$ cat config.mk
export PLATFORM = sky130hd
export DESIGN_NAME = dmacf_channel
export DESIGN_NICKNAME = d
export VERILOG_FILES = /design/src/verilog/dmacf_pkg.sv /design/src/verilog/dmacf_channel.sv
export SDC_FILE = /design/constraint.sdc
export NUM_CORES = 1
export LEC_CHECK = 0
export BUFFER_PORTS_ARGS = -buffer_cell sky130_fd_sc_hd__buf_2
export CAP_MARGIN = 10
export CELL_PAD_IN_SITES_DETAIL_PLACEMENT = 1
export CELL_PAD_IN_SITES_GLOBAL_PLACEMENT = 2
export CORE_MARGIN = 2
export CORE_UTILIZATION = 39
export DETAILED_ROUTE_END_ITERATION = 8
export GPL_TIMING_DRIVEN = 0
export PLACE_DENSITY_LB_ADDON = 0.1
export REMOVE_ABC_BUFFERS = 1
export SYNTH_ARGS = -nofsm -noshare
export SYNTH_HDL_FRONTEND = slang
export SYNTH_SLANG_ARGS = --single-unit
export TNS_END_PERCENT = 1
$ cat constraint.sdc
create_clock -name mclk -period 15.98 [get_ports mclk]
set_input_delay 0.799 -clock mclk [delete_from_list [all_inputs] [get_ports mclk]]
set_output_delay 0.799 -clock mclk [all_outputs]
set_load 0.005 [all_outputs]
$ cat src/verilog/dmacf_pkg.sv
// constants for the dma channel control and status block
package dmacf_pkg;
  // register byte offsets on the axi4-lite bus
  localparam logic [4:0] DMACF_OFF_CTRL = 5'h00;
  localparam logic [4:0] DMACF_OFF_STAT = 5'h04;
  localparam logic [4:0] DMACF_OFF_SRC = 5'h08;
  localparam logic [4:0] DMACF_OFF_DST = 5'h0C;
  localparam logic [4:0] DMACF_OFF_CNT = 5'h10;
  localparam logic [4:0] DMACF_OFF_LIM = 5'h14;
  localparam logic [4:0] DMACF_OFF_MOD = 5'h18;
  // channel_control fields
  localparam int DMACF_C_NULL_WRITE_MODE = 10;
  localparam int DMACF_C_RELOAD = 9;
  localparam int DMACF_C_SWREQ = 8;
  localparam int DMACF_C_SRC_LO = 6;
  localparam int DMACF_C_DST_LO = 4;
  localparam int DMACF_C_TRM_LO = 2;
  localparam int DMACF_C_SIZE = 1;
  localparam int DMACF_C_EN = 0;
  localparam logic [15:0] DMACF_CTRL_WMASK = 16'h07FF;
  // channel_interrupt_status fields
  localparam int DMACF_S_BUFW = 15;
  localparam int DMACF_S_TSEL_LO = 8;
  localparam int DMACF_S_HIGH = 7;
  localparam int DMACF_S_LOW = 6;
  localparam int DMACF_S_DONE = 5;
  localparam int DMACF_S_HALF = 4;
  localparam int DMACF_S_OVRUN = 3;
  localparam int DMACF_S_HALFWAY_IRQ_ENABLE = 0;
  localparam logic [15:0] DMACF_STAT_WMASK = 16'h7FF9;
  // reset values
  localparam logic [15:0] DMACF_CTRL_RST = 16'h0000;
  localparam logic [15:0] DMACF_STAT_RST = 16'h0000;
  localparam logic [15:0] DMACF_LIM_HI_RST = 16'hFFFF;
  localparam logic [15:0] DMACF_LIM_LO_RST = 16'h0800;
  // top of the special-function region
  localparam logic [15:0] DMACF_SFR_TOP = 16'h07FF;
  localparam logic [1:0] DMACF_RESP_OKAY = 2'b00;
  localparam logic [1:0] DMACF_RESP_SLVERR = 2'b10;
  // stepping codes
  localparam logic [1:0] DMACF_STEP_KEEP = 2'b00;
  localparam logic [1:0] DMACF_STEP_INC = 2'b01;
  localparam logic [1:0] DMACF_STEP_DEC = 2'b10;
  localparam logic [1:0] DMACF_STEP_PIA = 2'b11;
  // transfer modes
  localparam logic [1:0] DMACF_TRM_ONE = 2'b00;
  localparam logic [1:0] DMACF_TRM_RONE = 2'b01;
  localparam logic [1:0] DMACF_TRM_CONT = 2'b10;
  localparam logic [1:0] DMACF_TRM_RCONT = 2'b11;
  typedef enum logic [4:0] {
    DMACF_IDLE = 5'b00001,
    DMACF_READ = 5'b00010,
    DMACF_WRITE = 5'b00100,
    DMACF_NULL = 5'b01000,
    DMACF_STEP = 5'b10000
  } dmacf_state_t;
endpackage

$ cat src/verilog/dmacf_channel.sv
// one dma channel: control and status registers, sequencer, axi4-lite slave
//
// Register access over AXI4-Lite and the placing of the registers are this design's own decisions.
`timescale 1ns/1ps
// Functional notes
// - null-write mode adds a dummy write to source after each destination write
// - reload bit restores pointers and count at next operation start
// - repeated modes always restore pointers and count regardless of reload
// - only original count kept; original pointers rebuilt from it
// - software request starts transfer; hardware clears it on completion
// - transfers per software request follow the transfer mode
// - source step: keep, increment, decrement, or peripheral-indirect base; the code treats the peripheral-indirect code as keep
// - destination step uses the same four codes
// - transfer mode: one-shot, repeated one-shot, continuous, repeated continuous
// - size bit set means byte, clear means word; sets step size
// - channel acts on triggers only while channel enable is set
// - buffer write pending reads 1 while buffered data not yet written
// - seven-bit trigger select picks the interrupt source that triggers
// - upper limit flag on access above upper limit
// - lower limit flag on access below lower limit yet above sfr region
// - done flag set on completion; cleared when a new session starts
// - halfway flag set when count has counted halfway to zero
// - overrun flag set when triggered while previous operation runs
// - halfway enable adds an interrupt at halfway besides completion
// - software setting a status flag raises no interrupt
// - limit check made only when the access is really attempted
// - limit violation ends the transaction and raises an interrupt
// - clearing module enable aborts every active channel operation
module dmacf_channel
  import dmacf_pkg::*;
#(
  parameter int TRIG_W = 7,
  parameter int NUM_TRIG = 128
) (
  input wire logic mclk,
  input wire logic reset_n,
  input wire logic [4:0] s_axi_awaddr,
  input wire logic s_axi_awvalid,
  output logic s_axi_awready,
  input wire logic [31:0] s_axi_wdata,
  input wire logic [3:0] s_axi_wstrb,
  input wire logic s_axi_wvalid,
  output logic s_axi_wready,
  output logic [1:0] s_axi_bresp,
  output logic s_axi_bvalid,
  input wire logic s_axi_bready,
  input wire logic [4:0] s_axi_araddr,
  input wire logic s_axi_arvalid,
  output logic s_axi_arready,
  output logic [31:0] s_axi_rdata,
  output logic [1:0] s_axi_rresp,
  output logic s_axi_rvalid,
  input wire logic s_axi_rready,
  input wire logic [NUM_TRIG-1:0] trig_in,
  output logic mem_req,
  output logic mem_we,
  output logic mem_byte,
  output logic [15:0] mem_addr,
  output logic [15:0] mem_wdata,
  input wire logic mem_ack,
  input wire logic [15:0] mem_rdata,
  output logic chan_irq
);
  // ---------------------------------------------------------------
  // registers
  // ---------------------------------------------------------------
  logic [15:0] ctrl_q, stat_q, src_q, dst_q, cnt_q, cnt_orig_q;
  logic [15:0] lim_hi_q, lim_lo_q, buf_q, done_cnt_q;
  logic mod_en_q, arm_q, busy_q, irq_q;
  dmacf_state_t state_q, state_d;
  logic [4:0] awaddr_q;
  logic aw_hold_q, w_hold_q;
  logic [31:0] wdata_q;
  logic [3:0] wstrb_q;

  logic [1:0] src_mode, dst_mode, trm;
  logic byte_mode, enable, trig_sel_hit, trig_evt, start, step_one;
  logic [15:0] step_sz, acc_addr;
  logic viol_hi, viol_lo, wr_fire, rd_fire, acc_done, last_xfer;
  logic half_hit, fin, abort;

  assign src_mode = ctrl_q[DMACF_C_SRC_LO+:2];
  assign dst_mode = ctrl_q[DMACF_C_DST_LO+:2];
  assign trm = ctrl_q[DMACF_C_TRM_LO+:2];
  assign byte_mode = ctrl_q[DMACF_C_SIZE];
  assign step_sz = byte_mode ? 16'h0001 : 16'h0002;
  assign enable = ctrl_q[DMACF_C_EN] & mod_en_q;
  assign abort = ~enable & busy_q;

  // step a pointer by its two-bit code
  function automatic logic [15:0] dmacf_step(input logic [15:0] p,
      input logic [1:0] m, input logic [15:0] s);
    logic [15:0] r;
    r = p;
    unique case (m)
      DMACF_STEP_INC: r = p + s;
      DMACF_STEP_DEC: r = p - s;
      default: r = p;
    endcase
    return r;
  endfunction

  // undo n steps of a pointer; lets reload work from the count alone
  function automatic logic [15:0] dmacf_unstep(input logic [15:0] p,
      input logic [1:0] m, input logic [15:0] s, input logic [15:0] n);
    logic [15:0] d;
    d = 16'(s * n);
    unique case (m)
      DMACF_STEP_INC: return p - d;
      DMACF_STEP_DEC: return p + d;
      default: return p;
    endcase
  endfunction

  // ---------------------------------------------------------------
  // trigger and sequencer
  // ---------------------------------------------------------------
  logic [TRIG_W-1:0] tsel;
  assign tsel = stat_q[DMACF_S_TSEL_LO+:TRIG_W];
  // code zero is off
  assign trig_sel_hit = (tsel != '0) & trig_in[tsel];
  assign trig_evt = enable & (trig_sel_hit | ctrl_q[DMACF_C_SWREQ]);
  assign start = trig_evt & ~busy_q & (arm_q | trm[0]);
  // one-shot modes move one item per trigger, continuous modes the count
  assign step_one = ~trm[1];
  assign acc_addr = (state_q == DMACF_READ) ? src_q : dst_q;
  // check made on the address being presented, never ahead of time
  assign viol_hi = mem_req & (mem_addr > lim_hi_q);
  assign viol_lo = mem_req & (mem_addr < lim_lo_q) &
                   (mem_addr > DMACF_SFR_TOP);
  assign acc_done = mem_req & mem_ack;
  assign last_xfer = (cnt_q <= 16'h0001);
  assign half_hit = (state_q == DMACF_STEP) &
                    (cnt_q - 16'h0001 == cnt_orig_q >> 1);
  assign fin = (state_q == DMACF_STEP) & (last_xfer | step_one);

  always_comb begin
    state_d = state_q;
    unique case (state_q)
      DMACF_IDLE: if (start) state_d = DMACF_READ;
      DMACF_READ: if (acc_done) state_d = DMACF_WRITE;
      DMACF_WRITE: begin
        if (acc_done) begin
          state_d = ctrl_q[DMACF_C_NULL_WRITE_MODE] ? DMACF_NULL : DMACF_STEP;
        end
      end
      DMACF_NULL: if (acc_done) state_d = DMACF_STEP;
      DMACF_STEP: begin
        state_d = (step_one | last_xfer) ? DMACF_IDLE : DMACF_READ;
      end
    endcase
    if (abort | viol_hi | viol_lo) begin
      state_d = DMACF_IDLE;
    end
  end

  always_ff @(posedge mclk or negedge reset_n) begin
    if (!reset_n) begin
      state_q <= DMACF_IDLE;
    end else begin
      state_q <= state_d;
    end
  end

  // busy spans a whole session: one item or a full count
  always_ff @(posedge mclk or negedge reset_n) begin
    if (!reset_n) begin
      busy_q <= 1'b0;
    end else if (start) begin
      busy_q <= 1'b1;
    end else if (state_d == DMACF_IDLE) begin
      busy_q <= 1'b0;
    end
  end

  // non-repeated modes without reload stop after the count completes, until re-armed
  logic reload_now;
  assign reload_now = start & (ctrl_q[DMACF_C_RELOAD] | trm[0]) &
                      (cnt_q == 16'h0000);

  assign mem_req = (state_q == DMACF_READ) | (state_q == DMACF_WRITE) |
                   (state_q == DMACF_NULL);
  assign mem_we = (state_q != DMACF_READ);
  assign mem_byte = byte_mode;
  assign mem_addr = (state_q == DMACF_NULL) ? src_q : acc_addr;
  assign mem_wdata = buf_q;

  always_ff @(posedge mclk or negedge reset_n) begin
    if (!reset_n) begin
      buf_q <= 16'h0000;
    end else if (state_q == DMACF_READ && acc_done) begin
      buf_q <= mem_rdata;
    end
  end

  // ---------------------------------------------------------------
  // axi4-lite slave
  // ---------------------------------------------------------------
  assign s_axi_awready = ~aw_hold_q & ~s_axi_bvalid;
  assign s_axi_wready = ~w_hold_q & ~s_axi_bvalid;
  assign s_axi_arready = ~s_axi_rvalid;
  assign wr_fire = aw_hold_q & w_hold_q;
  assign rd_fire = s_axi_arvalid & s_axi_arready;

  always_ff @(posedge mclk or negedge reset_n) begin
    if (!reset_n) begin
      aw_hold_q <= 1'b0;
      w_hold_q <= 1'b0;
      awaddr_q <= 5'h00;
      wdata_q <= 32'h0000_0000;
      wstrb_q <= 4'h0;
      s_axi_bvalid <= 1'b0;
      s_axi_bresp <= DMACF_RESP_OKAY;
    end else begin
      if (s_axi_awvalid && s_axi_awready) begin
        aw_hold_q <= 1'b1;
        awaddr_q <= s_axi_awaddr;
      end
      if (s_axi_wvalid && s_axi_wready) begin
        w_hold_q <= 1'b1;
        wdata_q <= s_axi_wdata;
        wstrb_q <= s_axi_wstrb;
      end
      if (wr_fire) begin
        aw_hold_q <= 1'b0;
        w_hold_q <= 1'b0;
        s_axi_bvalid <= 1'b1;
        s_axi_bresp <= (awaddr_q > DMACF_OFF_MOD || awaddr_q[1:0] != 2'b00)
                       ? DMACF_RESP_SLVERR : DMACF_RESP_OKAY;
      end else if (s_axi_bready) begin
        s_axi_bvalid <= 1'b0;
      end
    end
  end

  // byte-lane merge of the low half word
  function automatic logic [15:0] dmacf_merge(input logic [15:0] old,
      input logic [15:0] nw, input logic [1:0] st);
    return {st[1] ? nw[15:8] : old[15:8], st[0] ? nw[7:0] : old[7:0]};
  endfunction

  logic [15:0] wv;
  logic w_ctrl, w_stat, w_src, w_dst, w_cnt, w_lim, w_mod;
  assign wv = wdata_q[15:0];
  assign w_ctrl = wr_fire & (awaddr_q == DMACF_OFF_CTRL);
  assign w_stat = wr_fire & (awaddr_q == DMACF_OFF_STAT);
  assign w_src = wr_fire & (awaddr_q == DMACF_OFF_SRC);
  assign w_dst = wr_fire & (awaddr_q == DMACF_OFF_DST);
  assign w_cnt = wr_fire & (awaddr_q == DMACF_OFF_CNT);
  assign w_lim = wr_fire & (awaddr_q == DMACF_OFF_LIM);
  assign w_mod = wr_fire & (awaddr_q == DMACF_OFF_MOD);

  // control; reserved and unimplemented bits hold zero
  always_ff @(posedge mclk or negedge reset_n) begin
    if (!reset_n) begin
      ctrl_q <= DMACF_CTRL_RST;
    end else begin
      if (w_ctrl) begin
        ctrl_q <= dmacf_merge(ctrl_q, wv, wstrb_q[1:0]) &
                  DMACF_CTRL_WMASK;
      end
      // a session cut by a limit violation retires the request too, else it retriggers itself
      if ((fin & (last_xfer | step_one)) | viol_hi | viol_lo) begin
        ctrl_q[DMACF_C_SWREQ] <= 1'b0;
      end
    end
  end

  // pointers and count; reload rebuilds pointers from the saved count
  always_ff @(posedge mclk or negedge reset_n) begin
    if (!reset_n) begin
      src_q <= 16'h0000;
      dst_q <= 16'h0000;
      cnt_q <= 16'h0000;
      cnt_orig_q <= 16'h0000;
      arm_q <= 1'b0;
    end else begin
      if (w_src) src_q <= dmacf_merge(src_q, wv, wstrb_q[1:0]);
      if (w_dst) dst_q <= dmacf_merge(dst_q, wv, wstrb_q[1:0]);
      if (w_cnt) begin
        cnt_q <= dmacf_merge(cnt_q, wv, wstrb_q[1:0]);
        cnt_orig_q <= dmacf_merge(cnt_q, wv, wstrb_q[1:0]);
        arm_q <= 1'b1;
      end
      if (reload_now) begin
        src_q <= dmacf_unstep(src_q, src_mode, step_sz, cnt_orig_q);
        dst_q <= dmacf_unstep(dst_q, dst_mode, step_sz, cnt_orig_q);
        cnt_q <= cnt_orig_q;
      end
      if (state_q == DMACF_STEP) begin
        src_q <= dmacf_step(src_q, src_mode, step_sz);
        dst_q <= dmacf_step(dst_q, dst_mode, step_sz);
        cnt_q <= cnt_q - 16'h0001;
        if (last_xfer && !trm[0] && !ctrl_q[DMACF_C_RELOAD]) begin
          arm_q <= 1'b0;
        end
      end
    end
  end

  // limits and module enable
  always_ff @(posedge mclk or negedge reset_n) begin
    if (!reset_n) begin
      lim_hi_q <= DMACF_LIM_HI_RST;
      lim_lo_q <= DMACF_LIM_LO_RST;
      mod_en_q <= 1'b0;
    end else begin
      if (w_lim) begin
        if (wstrb_q[1:0] == 2'b11) lim_lo_q <= wv;
        if (wstrb_q[3:2] == 2'b11) lim_hi_q <= wdata_q[31:16];
      end
      if (w_mod && wstrb_q[0]) mod_en_q <= wdata_q[0];
    end
  end

  // status: hardware set beats software clear in the same cycle
  logic [15:0] stat_sw, hw_set;
  logic last_done;
  assign last_done = fin & last_xfer;
  assign stat_sw = w_stat ? dmacf_merge(stat_q, wv, wstrb_q[1:0]) : stat_q;
  always_comb begin
    hw_set = 16'h0000;
    hw_set[DMACF_S_HIGH] = viol_hi;
    hw_set[DMACF_S_LOW] = viol_lo;
    hw_set[DMACF_S_DONE] = last_done;
    hw_set[DMACF_S_HALF] = half_hit;
    hw_set[DMACF_S_OVRUN] = trig_sel_hit & enable & busy_q;
  end

  always_ff @(posedge mclk or negedge reset_n) begin
    if (!reset_n) begin
      stat_q <= DMACF_STAT_RST;
    end else begin
      stat_q <= ((stat_sw & DMACF_STAT_WMASK) | hw_set) &
                ~16'(start & (cnt_q != 16'h0000 | reload_now)
                     ? (16'h0001 << DMACF_S_DONE) : 16'h0000);
      stat_q[DMACF_S_BUFW] <= (state_d == DMACF_WRITE) |
                              (state_d == DMACF_NULL);
    end
  end

  // interrupt pulse only from hardware events, never from software writes
  always_ff @(posedge mclk or negedge reset_n) begin
    if (!reset_n) begin
      irq_q <= 1'b0;
    end else begin
      irq_q <= last_done | viol_hi | viol_lo |
               (half_hit & stat_q[DMACF_S_HALFWAY_IRQ_ENABLE]);
    end
  end
  assign chan_irq = irq_q;

  // read side
  always_ff @(posedge mclk or negedge reset_n) begin
    if (!reset_n) begin
      s_axi_rvalid <= 1'b0;
      s_axi_rdata <= 32'h0000_0000;
      s_axi_rresp <= DMACF_RESP_OKAY;
      done_cnt_q <= 16'h0000;
    end else begin
      if (last_done) done_cnt_q <= done_cnt_q + 16'h0001;
      if (rd_fire) begin
        s_axi_rvalid <= 1'b1;
        s_axi_rresp <= DMACF_RESP_OKAY;
        unique case (s_axi_araddr)
          DMACF_OFF_CTRL: s_axi_rdata <= {16'h0000, ctrl_q};
          DMACF_OFF_STAT: s_axi_rdata <= {16'h0000, stat_q};
          DMACF_OFF_SRC: s_axi_rdata <= {16'h0000, src_q};
          DMACF_OFF_DST: s_axi_rdata <= {16'h0000, dst_q};
          DMACF_OFF_CNT: s_axi_rdata <= {16'h0000, cnt_q};
          DMACF_OFF_LIM: s_axi_rdata <= {lim_hi_q, lim_lo_q};
          DMACF_OFF_MOD: s_axi_rdata <= {done_cnt_q, 15'h0000, mod_en_q};
          default: begin
            s_axi_rdata <= 32'h0000_0000;
            s_axi_rresp <= DMACF_RESP_SLVERR;
          end
        endcase
      end else if (s_axi_rready) begin
        s_axi_rvalid <= 1'b0;
      end
    end
  end
endmodule

=== After elaboration in Yosys (flattened, before gate mapping) ===
Index checks and enable logic that the tools add are counted.

* Bits in registers: 245
* Input port bits: 198
* Word-level logic and storage cells: 225

* Add/subtract/negate cells: 10
* Multipliers: 1
* $lt $le $gt $ge: 6
* Equality and inequality tests: 32
* Muxes and demuxes: 54
* Bitwise gates (word level): 56
* Reduce and logical (&&, ||, !) cells: 37

{| class="wikitable"
|+ Operator list
! kind !! number
|-
| 32-bit case mux with 7 select lines || 1
|-
| 16-bit two-way mux || 11
|-
| 16-bit case mux with 2 select lines || 4
|-
| 8-bit two-way mux || 6
|-
| 5-bit equality test (second input constant) || 7
|-
| 16-bit adder || 2
|-
| 16-bit by 2-bit adder with 16-bit output || 2
|-
| 16-bit subtractor || 2
|-
| 16-bit by 2-bit subtractor with 16-bit output || 2
|-
| 1-bit AND || 31
|-
| 5-bit by 4-bit equality test with 1-bit output (second input constant) || 6
|-
| 5-bit two-way mux || 6
|-
| 5-bit case mux with 5 select lines || 1
|-
| 5-bit by 3-bit equality test with 1-bit output (second input constant) || 4
|-
| 16-bit by 1-bit adder with 16-bit output (second input constant) || 1
|-
| 16-bit by 15-bit equality test with 1-bit output || 1
|-
| 16-bit by 11-bit > comparator with 1-bit output (second input constant) || 1
|-
| 16-bit > comparator || 1
|-
| 16-bit by 1-bit less-or-equal comparator with 1-bit output (second input constant) || 1
|-
| 16-bit zero test || 1
|-
| 16-bit less-than comparator || 1
|-
| 2-bit by 16-bit multiplier with 16-bit output || 1
|-
| 1-bit two-way mux || 16
|-
| 4-bit AND reduction || 4
|-
| other kinds (30) || 83
|}

=== Depth between registers and ports, before layout ===
* Word-level depth: 14
* Depth in mapped cells: 23
* Mapped depth without buffers: 19

=== Worst setup path after synthesis ===
OpenSTA, ideal clock, no wires.

* Kind: flip-flop to flip-flop
* Start point: register ctrl_q[1]
* End point: register src_q[14]
* Library setup time: 0.082 ns
* Arrival time: 5.414 ns
* Required time: 15.898 ns
* Setup slack: 10.485 ns
* Cell stages (with the launch flop): 23
* Buffers on the path: 4
* Period minus slack after synthesis: 5.495 ns
* Path through: dfrtp_1 > buf_2 > buf_1 > buf_1 > buf_1 > mux2_2 > ha_1 > a211oi_1 > and3_1 > o21ai_0 > o211ai_1 > xor2_1 > ha_1 > o21a_1 > or2_2 > a31o_2 > a21oi_1 > nor2b_1 > o41ai_1 > nor4bb_1 > o31a_1 > o21ai_0 > a31oi_1

* Word-level cells in the longest chain between the ends: 6

{| class="wikitable"
|+ Ends and longest elaborated chain
! element !! line !! text
|-
| start: declaration || dmacf_channel.sv:67 || <nowiki>logic [15:0] ctrl_q, stat_q, src_q, dst_q, cnt_q, cnt_orig_q;</nowiki>
|-
| start signal: assignment || dmacf_channel.sv:259 || <nowiki>ctrl_q <= dmacf_merge(ctrl_q, wv, wstrb_q[1:0]) &</nowiki>
|-
| 2-bit two-way mux (*) || dmacf_channel.sv:86 || <nowiki>assign step_sz = byte_mode ? 16'h0001 : 16'h0002;</nowiki>
|-
| 2-bit by 16-bit multiplier with 16-bit output || dmacf_channel.sv:107 || <nowiki>d = 16'(s * n);</nowiki>
|-
| 16-bit adder or 16-bit subtractor (tied branches) || dmacf_channel.sv:110, dmacf_channel.sv:109 ||
|-
| 16-bit case mux with 2 select lines || dmacf_channel.sv:108 || <nowiki>unique case (m)</nowiki>
|-
| 16-bit two-way mux || dmacf_channel.sv:285 || <nowiki>if (reload_now) begin</nowiki>
|-
| 16-bit two-way mux (*) || dmacf_channel.sv:290 || <nowiki>if (state_q == DMACF_STEP) begin</nowiki>
|-
| end signal: assignment || dmacf_channel.sv:278 || <nowiki>if (w_src) src_q <= dmacf_merge(src_q, wv, wstrb_q[1:0]);</nowiki>
|-
| end signal: assignment || dmacf_channel.sv:286 || <nowiki>src_q <= dmacf_unstep(src_q, src_mode, step_sz, cnt_orig_q);</nowiki>
|-
| end signal: assignment || dmacf_channel.sv:291 || <nowiki>src_q <= dmacf_step(src_q, src_mode, step_sz);</nowiki>
|-
| end: declaration || dmacf_channel.sv:67 ||
|}

Every way passes the cells marked *; elsewhere a longest branch is shown, timed or not.
A chain may end at the register's enable or synchronous reset.

=== Final worst setup path ===
* Start point: register ctrl_q[1]
* End point: register dst_q[15]

* Word-level cells in the longest chain between the ends: 6

{| class="wikitable"
|+ Ends and longest elaborated chain
! element !! line !! text
|-
| 2-bit two-way mux (*) || dmacf_channel.sv:86 ||
|-
| 2-bit by 16-bit multiplier with 16-bit output || dmacf_channel.sv:107 ||
|-
| 16-bit adder or 16-bit subtractor (tied branches) || dmacf_channel.sv:110, dmacf_channel.sv:109 ||
|-
| 16-bit case mux with 2 select lines || dmacf_channel.sv:108 ||
|-
| 16-bit two-way mux || dmacf_channel.sv:285 ||
|-
| 16-bit two-way mux (*) || dmacf_channel.sv:290 ||
|-
| end signal: assignment || dmacf_channel.sv:279 || <nowiki>if (w_dst) dst_q <= dmacf_merge(dst_q, wv, wstrb_q[1:0]);</nowiki>
|-
| end signal: assignment || dmacf_channel.sv:287 || <nowiki>dst_q <= dmacf_unstep(dst_q, dst_mode, step_sz, cnt_orig_q);</nowiki>
|-
| end signal: assignment || dmacf_channel.sv:292 || <nowiki>dst_q <= dmacf_step(dst_q, dst_mode, step_sz);</nowiki>
|-
| end: declaration || dmacf_channel.sv:67 ||
|}

Marked as above.

==> metrics.md <==
| Metric | Value |
|---|---|
| Result of the run | `finished clean` |
| Number of cells upsized or downsized after cts | `0` |
| CP arrival | `6190 ps` |
| Clock latency reported for the late side of the worst-skew pair | `approximately 570 ps` |
| Share of layout cells above drive strength 1 | `0.258` |
| Hold Violations, Final | `0` |
| Cell breakdown of the critical path | `mux2_2 -> ha_1 -> a211oi_1 -> and3_1 -> o21ai_0 -> o211ai_1 -> xor2_1 -> ha_1 -> o21a_1 -> nor2_1 -> nor3_1 -> a2111oi_0 -> a21oi_1 -> a31oi_1 -> o21ai_0 -> xor2_1 -> a211oi_1 -> a221o_1` |
| Number of antenna violations at the first check in global routing | `0` |
| Wire length per cell after detailed routing | `around 23 um` |
| Final period util | `0.360` |
| Total DRC errors in the routed layout | `0` |
| Transition time of the tightest slew-check pin | `~1200 ps` |
| Clock slew seen by the registers of the worst setup and hold paths | `60 ps` |
| Via count of the first global-routing pass | `between 15k and 20k` |
| Total of flip-flops plus latches after synthesis | `between 200 and 250` |
| CP bufs+invs | `0` |
| Pleak | `9.21 nW` |
| Routed Antenna Nets | `0` |
| Reported max-cap violation count | `0` |
| Post-detailed-route via-to-cell ratio | `between 5 and 6` |
| Startpoint of the most critical setup path | `ctrl_q[1]` |
| Gr usage total | `0.269` |
| Area fraction of the dominant cell type after synthesis | `0.319` |
| Initial cell density of the core | `0.396` |
| GPL Wtd Cong | `roughly 0.85` |
| Min cycle time layout | `5750 ps` |
| Yosys cell types | `79` |
| Fin Clk Skew | `15.1 ps` |
| Commonest cells after routing, fill and taps aside | `sky130_fd_sc_hd__buf_2 (271), sky130_fd_sc_hd__dfrtp_1 (221), sky130_fd_sc_hd__nand2_1 (180), sky130_fd_sc_hd__nor2_1 (154), sky130_fd_sc_hd__o21ai_0 (132)` |
| Cell family with most CP delay | `compound AO/OA/AOI/OAI gates` |
| CTS Root Cell | `sky130_fd_sc_hd__clkbuf_16` |
| Kind of end point of the critical path | `flip-flop` |
| Cts-stage hold buffer count | `0` |
| Maximum VDD drop | `approximately 100 uV` |
| Maximum number of pins on one net before global-route repair | `roughly 120` |
| Final setup violation count | `0` |
| Highest clock frequency the design can meet | `between 150 and 200 MHz` |
| Critical-path cell with the highest stage delay | `sky130_fd_sc_hd__dfrtp_2` |
| Synthesis-to-finish area growth | `17.4%` |
| Total iterations of the first detailed-routing run | `5` |
| Post-synthesis sequential area ratio | `0.346` |
| Number of I/O port buffers | `~270` |
| Syn Area/Cell | `around 9.4 um^2` |
| Wire length after detailed routing | `62.4 mm` |
| Cell area after synthesis | `between 15000 and 20000 um^2` |
| Cells taking the most area after synthesis | `sky130_fd_sc_hd__dfrtp_1 (32%), sky130_fd_sc_hd__mux2_2 (7.9%), sky130_fd_sc_hd__ha_1 (7.3%), sky130_fd_sc_hd__xnor2_1 (4.2%), sky130_fd_sc_hd__nand2_1 (3.9%)` |
| EDFF count, synth | `0` |
| Post-detail-place hpwl | `48.5 mm` |
| # H-tree levels | `1` |
| Final net count | `approximately 2.4k` |
| RSZ-0062 raised after global routing | `false` |
| Number of setup buffers added after CTS | `0` |
| Violation count after the first detailed-routing iteration | `between 800 and 900` |
| Core area | `44200 um^2` |
| Post-Route Setup TNS | `0 ps` |
| Max-Slew Margin vs Limit | `0.228` |
| CTS tree | `built` |
| Startpoint Class | `flip-flop` |
| Critical path class | `reg -> reg` |
| Crit-path max cell delay | `930 ps` |
| # clock sinks | `241` |
| Ys Warns | `0` |
| Most common cell after layout, fill and taps aside | `sky130_fd_sc_hd__buf_2` |
| CP required | `between 15000 and 20000 ps` |
| Vias | `15.6k` |
| Count of standard-cell rows | `77` |
| Overall die height | `216 um` |
| Die Width | `between 200 and 250 um` |
| Reg-to-Reg Start | `ctrl_q[1]` |
| Path class of the lowest-slack min-delay path | `in -> async` |
| Post-synthesis instance total | `roughly 1.9k` |
| Top Ports | `between 200 and 300` |
| TritonCTS buffer count | `30` |
| Power per cell area | `209 nW/um^2` |
| Die area | `roughly 47000 um^2` |
| Wire length of the first global-routing pass | `~98 mm` |
| Count of pins over their slew limit | `0` |
| WHS | `around 120 ps` |
| Largest fanout on the critical path | `40` |
| Worst-case clock buffer depth | `3` |
| Synth async-reset ratio | `1.00` |
| Cell taking the most area after synthesis | `sky130_fd_sc_hd__dfrtp_1` |
| Dominant register cell in the synthesized netlist | `sky130_fd_sc_hd__dfrtp_1` |
| Gr ovfl total | `0` |
==> synth_stat cells (41+ instances only) <==
library cell                 n
sky130_fd_sc_hd__nor3_1     41
sky130_fd_sc_hd__ha_1      102
sky130_fd_sc_hd__mux2i_1    63
sky130_fd_sc_hd__mux2_2    123
sky130_fd_sc_hd__dfrtp_1   223
sky130_fd_sc_hd__inv_1      66
sky130_fd_sc_hd__a21oi_1    79
sky130_fd_sc_hd__nand2_1   181
sky130_fd_sc_hd__xnor2_1    84
sky130_fd_sc_hd__o21ai_0   133
sky130_fd_sc_hd__nor2_1    157
sky130_fd_sc_hd__xor2_1     41
sky130_fd_sc_hd__clkbuf_1   70
==> per-stage QoR <==
stage	cells	util	total power, mW	area (um^2)	setup WS, ps
3_3_place_gp	2633	0.433	3.50	19200	9430
3_5_place_dp	2649	0.441	3.59	19500	10310
5_1_grt	2706	0.465	4.65	20500	9800
4_1_cts	2705	0.464	4.32	20500	10250
2_1_floorplan	1769	-	2.79	17100	10930
6_report	2709	0.465	4.30	20500	10230
==> logic make-up (layout without fill, tap and decap cells) <==
group | count (synthesis) | in the layout | synth area share
other | 1 | 6 | 0.000214
buffers and inverters | 170 | 411 | 0.0399
DFF | 241 | 241 | 0.346
adders and majority gates | 106 | 106 | 0.0775
muxes | 215 | 215 | 0.153
xor gates and xnor gates | 125 | 125 | 0.0626
and+or+nand+nor | 555 | 555 | 0.150
AOI/OAI and AO/OA | 458 | 458 | 0.172
==> power breakdown <==
| part | internal, mW | leakage, nW | switching (mW) | total (mW) |
|---|---|---|---|---|
| sequential | 0.792 | 3.07 | 0.388 | 1.18 |
| clock | 0.426 | 0.492 | 0.275 | 0.702 |
| combinational | 1.10 | 5.65 | 1.32 | 2.42 |
| total | 2.32 | 9.21 | 1.99 | 4.30 |
==> worst register-to-register path, cell delays in order, from the launching register on <==
cell                        delay, ps
sky130_fd_sc_hd__dfrtp_2          930
sky130_fd_sc_hd__mux2_2           440
sky130_fd_sc_hd__ha_1             340
sky130_fd_sc_hd__a211oi_1         440
sky130_fd_sc_hd__and3_1           240
sky130_fd_sc_hd__o21ai_0          100
sky130_fd_sc_hd__o211ai_1         150
sky130_fd_sc_hd__xor2_1           180
sky130_fd_sc_hd__ha_1             300
sky130_fd_sc_hd__o21a_1           130
sky130_fd_sc_hd__nor2_1           170
sky130_fd_sc_hd__nor3_1            90
sky130_fd_sc_hd__a2111oi_0        680
sky130_fd_sc_hd__a21oi_1          260
sky130_fd_sc_hd__a31oi_1          360
sky130_fd_sc_hd__o21ai_0          170
sky130_fd_sc_hd__xor2_1           240
sky130_fd_sc_hd__a211oi_1         110
sky130_fd_sc_hd__a221o_1          300
==> routing by layer <==
layer | routed length [um] | vias up | global-route usage
met2 | 30100 | 343 | 0.458
li1 | - | 7275 | -
met3 | 2160 | 101 | 0.0324
met1 | 27900 | 7845 | 0.354
met5 | 0 | - | 0.00208
met4 | 2280 | 0 | 0.0906
==> final cells by class <==
type	instances	area [um^2]
fill	5077	23700
multi-input combinational	1462	10800
sequential	241	6060
timing repair buffer	289	1660
clock buffer	46	882
tap	592	741
inverter	66	248
clock inverter	10	134
antenna	3	7.51
==> registers in the layout, summed over array words and instances, names as in the netlist, 4 cells and up <==
name and flops:
cnt_q 16, s_axi_rdata 32, done_cnt_q 16, cnt_orig_q 16
wstrb_q 4, dst_q 16, state_q 5, src_q 16
stat_q 14, lim_hi_q 16, ctrl_q 11, mem_wdata 16
wdata_q 32, awaddr_q 5, lim_lo_q 16
==> worst paths after layout <==
check / to / slack [ps] / cells past startpoint
max in group asynchronous: stat_q[8] / 14920 / 2
setup reg to reg: dst_q[15] / 10230 / 18
hold reg to reg: s_axi_rdata[3] / 480 / 2
min in group mclk: s_axi_rvalid / 420 / 2
setup / recovery: dst_q[15] / 10230 / 18
hold / removal: s_axi_rresp[1] / 120 / 1
Power figures use the tool's default switching activity.
